===== config.mk =====
export PLATFORM = sky130hd
export DESIGN_NAME = sdsc_top
export DESIGN_NICKNAME = d
export VERILOG_FILES = /design/src/design/sdsc_pkg.sv /design/src/design/sdsc_crc8.sv /design/src/design/sdsc_top.sv
export VERILOG_INCLUDE_DIRS = /design/src /design/src/design
export SDC_FILE = /design/constraint.sdc
export NUM_CORES = 1
export LEC_CHECK = 0
export BUFFER_PORTS_ARGS = -buffer_cell sky130_fd_sc_hd__buf_2
export CAP_MARGIN = 20
export CORE_ASPECT_RATIO = 1.2
export CORE_MARGIN = 2
export CORE_UTILIZATION = 62
export CTS_CLUSTER_SIZE = 28
export DETAILED_ROUTE_END_ITERATION = 8
export PLACE_DENSITY = 0.88
export SETUP_SLACK_MARGIN = 0.5
export SYNTH_ARGS = -nofsm -noshare
export SYNTH_HDL_FRONTEND = slang
export SYNTH_SLANG_ARGS = --single-unit

===== constraint.sdc =====
create_clock -name mclk -period 6.15 [get_ports mclk]
set_clock_uncertainty 0.15 [all_clocks]
set_input_delay 1.23 -clock mclk [delete_from_list [all_inputs] [get_ports mclk]]
set_output_delay 1.23 -clock mclk [all_outputs]
set_load 0.02 [all_outputs]

===== src/design/sdsc_consts.svh =====
`ifndef SDSC_CONSTS_SVH
`define SDSC_CONSTS_SVH

`define SDSC_ADDR_BASE 6'h20
`define SDSC_CMD_READ_TRH 7'h00
`define SDSC_CMD_READ_RH 7'h08
`define SDSC_CMD_RESET 7'h0F
`define SDSC_CMD_HEAT_ON 7'h02
`define SDSC_CMD_HEAT_OFF 7'h01
`define SDSC_CMD_READ_DIAG 7'h04
`define SDSC_CRC_POLY 8'h31
`define SDSC_CRC_INIT 8'h00
`define SDSC_BIT_NVM 7
`define SDSC_BIT_HCLIP 6
`define SDSC_BIT_HHIGH 5
`define SDSC_BIT_HLOW 4
`define SDSC_BIT_TCLIP 3
`define SDSC_BIT_THIGH 2
`define SDSC_BIT_TLOW 1
`define SDSC_BIT_HEAT 0
`define SDSC_IDLE_BYTE 8'hFF

`endif


===== src/design/sdsc_pkg.sv =====
package sdsc_pkg;
	typedef enum logic [2:0] {
		ST_IDLE,
		ST_RX,
		ST_RX_DONE,
		ST_ACK,
		ST_TX,
		ST_MACK,
		ST_MACK_OK
	} sdsc_state_type;

	typedef enum logic [1:0] {
		MODE_NONE,
		MODE_DIAG,
		MODE_TRH,
		MODE_RH
	} sdsc_mode_type;
endpackage


===== src/design/sdsc_crc8.sv =====
`timescale 1ns/1ps
`include "sdsc_consts.svh"

module sdsc_crc8 (
	input wire logic mclk,
	input wire logic srst,
	input wire logic valid,
	input wire logic clear,
	input wire logic [7:0] data,
	output logic [7:0] crc_q
);
	function automatic logic [7:0] sdsc_step(input logic [7:0] c_in, input logic [7:0] d);
		logic [7:0] c;
		logic fb;
		c = c_in;
		for (int i = 7; i >= 0; i--) begin
			fb = c[7] ^ d[i];
			c = {c[6:0], 1'b0} ^ (fb ? `SDSC_CRC_POLY : 8'h00);
		end
		return c;
	endfunction

	// Most significant bit first, no reflection and no final inversion.
	always_ff @(posedge mclk) begin
		if (srst) begin
			crc_q <= `SDSC_CRC_INIT;
		end else if (valid) begin
			crc_q <= sdsc_step(clear ? `SDSC_CRC_INIT : crc_q, data);
		end
	end

	property p_crc_vector;
		@(posedge mclk) disable iff (srst) (valid && clear && data == 8'hDC) |=> crc_q == 8'h79;
	endproperty
	a_crc_vector: assert property (p_crc_vector) else $error("crc of 0xDC is not 0x79");

	property p_crc_init;
		@(posedge mclk) disable iff (srst) (valid && clear && data == 8'h00) |=> crc_q == 8'h00;
	endproperty
	a_crc_init: assert property (p_crc_init) else $error("crc does not start from zero");

	property p_crc_pair;
		@(posedge mclk) disable iff (srst)
			(valid && clear && data == 8'h68) ##[1:200] (valid && !clear && data == 8'h3A) |=> crc_q == 8'h7C;
	endproperty
	a_crc_pair: assert property (p_crc_pair) else $error("two byte crc is not 0x7C");
endmodule


===== src/design/sdsc_top.sv =====
`timescale 1ns/1ps
`include "sdsc_consts.svh"

// Function
// - Bit 7 flags memory checksum failure.
// - Bit 6 flags humidity output clipped.
// - Bit 5 flags humidity above 120 %RH.
// - Bit 4 flags humidity below -10 %RH.
// - Bit 3 flags temperature output clipped.
// - Bit 2 flags temperature above 150 C.
// - Bit 1 flags temperature below -50 C.
// - Bit 0 shows heater on.
// - Heater-off or reset command clears heater.
// - CRC-8 polynomial x^8+x^5+x^4+1.
// - CRC starts at zero, no final XOR.
// - CRC covers every returned data field.
// - CRC is MSB-first remainder with zero pad.
// - Each 16-bit measurement gets its own CRC.
module sdsc_top #(
	parameter int DATA_W = 16
) (
	input wire logic mclk,
	input wire logic srst,
	input wire logic scl,
	input wire logic sda_level,
	input wire logic addr_sel,
	input wire logic nonvolatile_check_fail,
	input wire logic hum_clipped,
	input wire logic hum_above_range,
	input wire logic hum_below_range,
	input wire logic tmp_clipped,
	input wire logic tmp_above_range,
	input wire logic tmp_below_range,
	input wire logic [DATA_W-1:0] temp_value,
	input wire logic [DATA_W-1:0] hum_value,
	output logic sda_data,
	output logic sda_oe,
	output logic heater_on,
	output logic soft_reset
);
	if (DATA_W != 16) begin
		$error("measurement width must be 16");
	end

	logic scl_s1, scl_s2, scl_d, sda_s1, sda_s2, sda_d, sel_s1, sel_s2;
	logic scl_rise, scl_fall, start_det, stop_det;
	sdsc_pkg::sdsc_state_type state_q;
	sdsc_pkg::sdsc_mode_type mode_q;
	logic [2:0] bit_cnt_q, byte_idx_q;
	logic [3:0] bit_tx_q;
	logic [7:0] rx_sh_q, tx_sh_q, status_byte, tx_byte, crc_q;
	logic is_addr_q, read_q, tx_is_crc, tx_first, tx_load, cmd_strobe, addr_match;

	// Pins arrive from the bus clock domain; the first stage feeds only the second.
	always_ff @(posedge mclk) begin
		if (srst) begin
			scl_s1 <= 1'b1;
			scl_s2 <= 1'b1;
			scl_d <= 1'b1;
			sda_s1 <= 1'b1;
			sda_s2 <= 1'b1;
			sda_d <= 1'b1;
			sel_s1 <= 1'b0;
			sel_s2 <= 1'b0;
		end else begin
			scl_s1 <= scl;
			scl_s2 <= scl_s1;
			scl_d <= scl_s2;
			sda_s1 <= sda_level;
			sda_s2 <= sda_s1;
			sda_d <= sda_s2;
			sel_s1 <= addr_sel;
			sel_s2 <= sel_s1;
		end
	end

	assign scl_rise = scl_s2 & ~scl_d;
	assign scl_fall = ~scl_s2 & scl_d;
	assign start_det = scl_s2 & scl_d & sda_d & ~sda_s2;
	assign stop_det = scl_s2 & scl_d & ~sda_d & sda_s2;
	assign addr_match = rx_sh_q[7:1] == {`SDSC_ADDR_BASE, sel_s2};
	assign cmd_strobe = (state_q == sdsc_pkg::ST_RX_DONE) && scl_fall && !is_addr_q;
	assign tx_load = scl_fall && (((state_q == sdsc_pkg::ST_ACK) && read_q) || (state_q == sdsc_pkg::ST_MACK_OK));

	always_comb begin
		status_byte = 8'h00;
		status_byte[`SDSC_BIT_NVM] = nonvolatile_check_fail;
		status_byte[`SDSC_BIT_HCLIP] = hum_clipped;
		status_byte[`SDSC_BIT_HHIGH] = hum_above_range;
		status_byte[`SDSC_BIT_HLOW] = hum_below_range;
		status_byte[`SDSC_BIT_TCLIP] = tmp_clipped;
		status_byte[`SDSC_BIT_THIGH] = tmp_above_range;
		status_byte[`SDSC_BIT_TLOW] = tmp_below_range;
		status_byte[`SDSC_BIT_HEAT] = heater_on;
	end

	// Each returned field is data bytes then one CRC byte over that field alone.
	always_comb begin
		tx_byte = `SDSC_IDLE_BYTE;
		tx_is_crc = 1'b0;
		tx_first = 1'b0;
		case (mode_q)
			sdsc_pkg::MODE_DIAG: begin
				tx_first = byte_idx_q == 3'd0;
				tx_is_crc = byte_idx_q == 3'd1;
				if (byte_idx_q == 3'd0) begin
					tx_byte = status_byte;
				end else if (byte_idx_q == 3'd1) begin
					tx_byte = crc_q;
				end
			end
			sdsc_pkg::MODE_TRH: begin
				tx_first = (byte_idx_q == 3'd0) || (byte_idx_q == 3'd3);
				tx_is_crc = (byte_idx_q == 3'd2) || (byte_idx_q == 3'd5);
				case (byte_idx_q)
					3'd0: tx_byte = temp_value[15:8];
					3'd1: tx_byte = temp_value[7:0];
					3'd2: tx_byte = crc_q;
					3'd3: tx_byte = hum_value[15:8];
					3'd4: tx_byte = hum_value[7:0];
					3'd5: tx_byte = crc_q;
					default: tx_byte = `SDSC_IDLE_BYTE;
				endcase
			end
			sdsc_pkg::MODE_RH: begin
				tx_first = byte_idx_q == 3'd0;
				tx_is_crc = byte_idx_q == 3'd2;
				case (byte_idx_q)
					3'd0: tx_byte = hum_value[15:8];
					3'd1: tx_byte = hum_value[7:0];
					3'd2: tx_byte = crc_q;
					default: tx_byte = `SDSC_IDLE_BYTE;
				endcase
			end
			default: tx_byte = `SDSC_IDLE_BYTE;
		endcase
	end

	// Every data byte feeds the CRC as it is loaded, 0xFF included, except in MODE_NONE, so the check byte is ready early.
	sdsc_crc8 u_crc (
		.mclk(mclk),
		.srst(srst),
		.valid(tx_load && !tx_is_crc && mode_q != sdsc_pkg::MODE_NONE),
		.clear(tx_first),
		.data(tx_byte),
		.crc_q(crc_q)
	);

	// Bytes are taken on rising clock edges and the data line is changed only after falling ones.
	always_ff @(posedge mclk) begin
		if (srst) begin
			state_q <= sdsc_pkg::ST_IDLE;
			bit_cnt_q <= 3'd0;
			bit_tx_q <= 4'd0;
			rx_sh_q <= 8'h00;
			tx_sh_q <= 8'h00;
			is_addr_q <= 1'b0;
			read_q <= 1'b0;
			byte_idx_q <= 3'd0;
			sda_oe <= 1'b0;
		end else if (start_det) begin
			state_q <= sdsc_pkg::ST_RX;
			bit_cnt_q <= 3'd0;
			is_addr_q <= 1'b1;
			sda_oe <= 1'b0;
		end else if (stop_det) begin
			state_q <= sdsc_pkg::ST_IDLE;
			sda_oe <= 1'b0;
		end else begin
			case (state_q)
				sdsc_pkg::ST_RX: if (scl_rise) begin
					rx_sh_q <= {rx_sh_q[6:0], sda_s2};
					bit_cnt_q <= bit_cnt_q + 3'd1;
					if (bit_cnt_q == 3'd7) begin
						state_q <= sdsc_pkg::ST_RX_DONE;
					end
				end
				sdsc_pkg::ST_RX_DONE: if (scl_fall) begin
					if (!is_addr_q || addr_match) begin
						sda_oe <= 1'b1;
						state_q <= sdsc_pkg::ST_ACK;
						if (is_addr_q) begin
							read_q <= rx_sh_q[0];
							byte_idx_q <= 3'd0;
						end
					end else begin
						state_q <= sdsc_pkg::ST_IDLE;
					end
				end
				sdsc_pkg::ST_ACK: if (scl_fall) begin
					is_addr_q <= 1'b0;
					bit_cnt_q <= 3'd0;
					if (read_q) begin
						sda_oe <= ~tx_byte[7];
						tx_sh_q <= {tx_byte[6:0], 1'b1};
						bit_tx_q <= 4'd1;
						byte_idx_q <= byte_idx_q + 3'd1;
						state_q <= sdsc_pkg::ST_TX;
					end else begin
						sda_oe <= 1'b0;
						read_q <= 1'b0;
						state_q <= sdsc_pkg::ST_RX;
					end
				end
				sdsc_pkg::ST_TX: if (scl_fall) begin
					if (bit_tx_q == 4'd8) begin
						sda_oe <= 1'b0;
						state_q <= sdsc_pkg::ST_MACK;
					end else begin
						sda_oe <= ~tx_sh_q[7];
						tx_sh_q <= {tx_sh_q[6:0], 1'b1};
						bit_tx_q <= bit_tx_q + 4'd1;
					end
				end
				sdsc_pkg::ST_MACK: if (scl_rise) begin
					// A missing acknowledge ends our drive; the controller must then send a stop.
					state_q <= sda_s2 ? sdsc_pkg::ST_IDLE : sdsc_pkg::ST_MACK_OK;
				end
				sdsc_pkg::ST_MACK_OK: if (scl_fall) begin
					sda_oe <= ~tx_byte[7];
					tx_sh_q <= {tx_byte[6:0], 1'b1};
					bit_tx_q <= 4'd1;
					byte_idx_q <= (byte_idx_q == 3'd7) ? byte_idx_q : byte_idx_q + 3'd1;
					state_q <= sdsc_pkg::ST_TX;
				end
				default: state_q <= sdsc_pkg::ST_IDLE;
			endcase
		end
	end

	// Unknown commands leave the read mode at none, so a later read returns released bytes.
	always_ff @(posedge mclk) begin
		if (srst) begin
			mode_q <= sdsc_pkg::MODE_NONE;
		end else if (cmd_strobe) begin
			case (rx_sh_q[7:1])
				`SDSC_CMD_READ_DIAG: mode_q <= sdsc_pkg::MODE_DIAG;
				`SDSC_CMD_READ_TRH: mode_q <= sdsc_pkg::MODE_TRH;
				`SDSC_CMD_READ_RH: mode_q <= sdsc_pkg::MODE_RH;
				default: mode_q <= sdsc_pkg::MODE_NONE;
			endcase
		end
	end

	always_ff @(posedge mclk) begin
		sda_data <= 1'b0;
		if (srst) begin
			heater_on <= 1'b0;
			soft_reset <= 1'b0;
		end else begin
			soft_reset <= cmd_strobe && rx_sh_q[7:1] == `SDSC_CMD_RESET;
			if (cmd_strobe && rx_sh_q[7:1] == `SDSC_CMD_HEAT_ON) begin
				heater_on <= 1'b1;
			end else if (cmd_strobe && (rx_sh_q[7:1] == `SDSC_CMD_HEAT_OFF || rx_sh_q[7:1] == `SDSC_CMD_RESET)) begin
				heater_on <= 1'b0;
			end
		end
	end

	property p_heat_on;
		@(posedge mclk) disable iff (srst) (cmd_strobe && rx_sh_q[7:1] == `SDSC_CMD_HEAT_ON) |=> heater_on;
	endproperty
	a_heat_on: assert property (p_heat_on) else $error("heater did not turn on");
	property p_heat_off;
		@(posedge mclk) disable iff (srst)
			(cmd_strobe && (rx_sh_q[7:1] == `SDSC_CMD_HEAT_OFF || rx_sh_q[7:1] == `SDSC_CMD_RESET)) |=> !heater_on;
	endproperty
	a_heat_off: assert property (p_heat_off) else $error("heater did not turn off");
	property p_status_first;
		@(posedge mclk) disable iff (srst)
			(tx_load && mode_q == sdsc_pkg::MODE_DIAG && byte_idx_q == 3'd0)
				|=> sda_oe == ~$past(nonvolatile_check_fail) && tx_sh_q[7:1] == $past(status_byte[6:0]);
	endproperty
	a_status_first: assert property (p_status_first) else $error("status byte not sent first");
	property p_crc_second;
		@(posedge mclk) disable iff (srst)
			(tx_load && mode_q == sdsc_pkg::MODE_DIAG && byte_idx_q == 3'd1)
				|=> sda_oe == ~$past(crc_q[7]) && tx_sh_q[7:1] == $past(crc_q[6:0]);
	endproperty
	a_crc_second: assert property (p_crc_second) else $error("crc byte not sent after status");
	property p_nack_release;
		@(posedge mclk) disable iff (srst)
			(state_q == sdsc_pkg::ST_MACK && scl_rise && sda_s2 && !start_det && !stop_det)
				|=> state_q == sdsc_pkg::ST_IDLE && !sda_oe;
	endproperty
	a_nack_release: assert property (p_nack_release) else $error("data line held after nack");
	property p_rh_crc_slot;
		@(posedge mclk) disable iff (srst)
			(tx_load && mode_q == sdsc_pkg::MODE_RH && byte_idx_q == 3'd2)
				|=> sda_oe == ~$past(crc_q[7]) && tx_sh_q[7:1] == $past(crc_q[6:0]);
	endproperty
	a_rh_crc_slot: assert property (p_rh_crc_slot) else $error("humidity crc not in third byte");
endmodule


==> impl_metrics.json <==
{
  "io_pins": 48,
  "antenna_found_initial": 0,
  "post_cts_buffers": 0,
  "status": "finished clean",
  "synthToLayoutAreaGrowth_pct": 8.111,
  "p_leak_nw": 1.529,
  "wl_met1_mm": 3.880,
  "synthDistinctLibCells": 72,
  "setup_viol": 0,
  "synthCells": 476,
  "wl_mm": 9.587,
  "crit_path_end_kind": "register",
  "grt_max_degree": 45,
  "path_clk_slew_ns": 0.09,
  "powerDensity_nw_per_um2": 158.7,
  "dpl_cell_area_sq_um": 3945,
  "syn_area_sq_um": 3749,
  "num-nets-final": 554,
  "num_antenna_cells": 0,
  "crit_arrival_ns": 4.03,
  "rsz0062_at_grt": "no",
  "cts_hold_buf": 0,
  "cap_viol_max_count": 0,
  "first_global_vias": 3212,
  "drc": 0,
  "grt_use_total": 0.2926,
  "dr.first_iter.drc_count": 298,
  "synth_nets": 530,
  "wl_per_cell_um": 16.44,
  "overflow": 0,
  "ys_ff_latch": 52,
  "dp.final_hpwl_mm": 7.112,
  "cts_buffers": 5,
  "tns_ns": 0,
  "peakVddDrop_v": 0.0002298,
  "synth_edf_count": 0,
  "synth-main-ff-cell": "dfxtp_1",
  "cts_resized": 0,
  "yosysWarnings": 0,
  "route.met2.wl_mm": 4.836,
  "drive_gt1_frac": 0.1796,
  "multiInputGateArea_sq_um": 2485,
  "clock_sinks": 52,
  "synth_top_area_share": 0.2777,
  "finalCritPeriodShare": 0.6397,
  "die_y_um": 89.18,
  "cp.required_ns": 6.24,
  "worst_pin_slew_ns": 1.002,
  "total_power_mw": 0.6433,
  "vias": 3637,
  "async_reset_ff_frac": 0,
  "root_buffer": "clkbuf_8",
  "synth.largest_area_cell": "dfxtp_1",
  "finalHoldViolations": 0,
  "path_class": "register to register",
  "core_region_area_sq_um": 5934,
  "final_area_sq_um": 4053,
  "ff_latch_area_sq_um": 1041,
  "syn-mean-instance-area_sq_um": 7.875,
  "via_per_inst": 6.238,
  "crit_path_start_kind": "register",
  "ant_nets": 0,
  "ctsHtreeMaxLevel": 2,
  "tritoncts": "built",
  "fin_crit_ns": 3.934,
  "fin_util": 0.6829,
  "cp_max_fo": 24,
  "hold_class": "register to register",
  "grt_pass1_wl_mm": 15.03,
  "wl_met3_um": 663,
  "port_buffers": 46,
  "dr.pass1.iters": 5,
  "initial_core_util": 0.6317,
  "seq_area_frac_synth": 0.2777,
  "place_congestion": 0.9704,
  "maxSlewViolCount": 0,
  "timing.fmax_mhz": 254.2,
  "dr.max_layer_used": "met4",
  "fillers": 490,
  "yosys-top-cells-area": "dfxtp_1 (28%), nand2_1 (6.0%), a21oi_1 (5.2%)",
  "dieArea_sq_um": 6686,
  "num_rows": 31,
  "clk_latency_ns": 0.32,
  "dieWidth_um": 74.98,
  "max-clock-path-buffers": 2,
  "timing.hold.ws_ns": 0.2653,
  "slew_headroom": 0.3312
}
cells in the final DEF, fill, tap and decap left out, types with 3 or more instances in the layout:
cell type  instances
ha_1              10
mux2i_1            9
nor3_1             9
inv_1             15
nand2_1           60
xnor2_1           16
buf_4              4
mux2_2             6
xor2_1             3
dfxtp_1           52
clkbuf_8           5
o22ai_1            5
buf_2             46
nor4_1             4
nor2b_1           18
a221oi_2           3
o21ai_0           20
a31oi_1            3
nand3_1           10
nand2b_1           8
a222oi_1          11
or2_2              6
nor2_1            49
a21oi_1           39
a22o_1             3
and2_1             6
a22oi_1            3
nand4_1            4
a32oi_1            3
o2bb2ai_1          3
a211oi_1          11
sequential cells by signal, summed over array words and instances, names as in the netlist, 2 cells and up:
name         count
tx_sh_q          8
u_crc.crc_q      8
byte_idx_q       3
rx_sh_q          8
bit_cnt_q        3
bit_tx_q         4
mode_q           2
state_q          3
worst max-delay path: stages, from the launching register on:
cell and delay, ns:
dfxtp_1 0.48, ha_1 0.74, nor2b_1 0.59, a222oi_1 0.19
and3_4 0.21, or3_4 0.39, and3_1 0.22, or2_1 0.29
xnor3_1 0.37, a211oi_2 0.22
routing by layer:
layer / track usage / vias to the layer above
met1: 0.3527 / 1659
met3: 0.04510 / 21
li1: - / 1767
met5: 0 / -
met2: 0.5223 / 190
met4: 0.1023 / 0
metrics by stage:
stage / setup WS (ns) / cells
floorplan: 2.808 / 476
global placement: 2.458 / 574
detailed placement: 2.290 / 575
CTS: 2.268 / 583
global route: 1.979 / 583
finish: 2.216 / 583
power by group:
group          total, mW  internal (mW)  switching, mW
Sequential         0.347          0.341        0.00636
Clock              0.235          0.121          0.114
Combinational     0.0613         0.0287         0.0326
Total              0.643          0.490          0.153
layout make-up:
class                           count  area share
Multi-Input combinational cell    376      0.6132
Sequential cell                    52      0.2569
Timing Repair Buffer               50     0.06422
Tap cell                           82     0.02532
Clock buffer                        6     0.01791
Inverter                           15     0.01389
Clock inverter                      2    0.008645
cell families after synthesis:
kind of cell    synth area share
simple gates              0.2557
compound gates            0.2564
flops                     0.2777
buf+inv                  0.06242
xor+xnor                 0.06742
mux                      0.04606
fa+ha+maj                0.03338
other cells             0.001000
cells in the mapped netlist (11+ instances only):
cell type and count:
clkbuf_1 16, o21ai_0 20, xnor2_1 16, a222oi_1 11, inv_1 15, dfxtp_1 52
nand2_1 60, nor2b_1 18, nor2_1 49, a21oi_1 39, a211oi_1 12
path summary, 6_finish.rpt:
kind                               startpoint        endpoint  slack (ns)  cells after the start
worst min-delay path                   sda_s1          sda_s2        0.27                      1
worst max register to register  byte_idx_q[0]  u_crc.crc_q[4]        2.22                      9
worst min register to register         sda_s1          sda_s2        0.27                      1
worst max-delay path            byte_idx_q[0]  u_crc.crc_q[4]        2.22                      9
(Power assumes the default switching activity.)
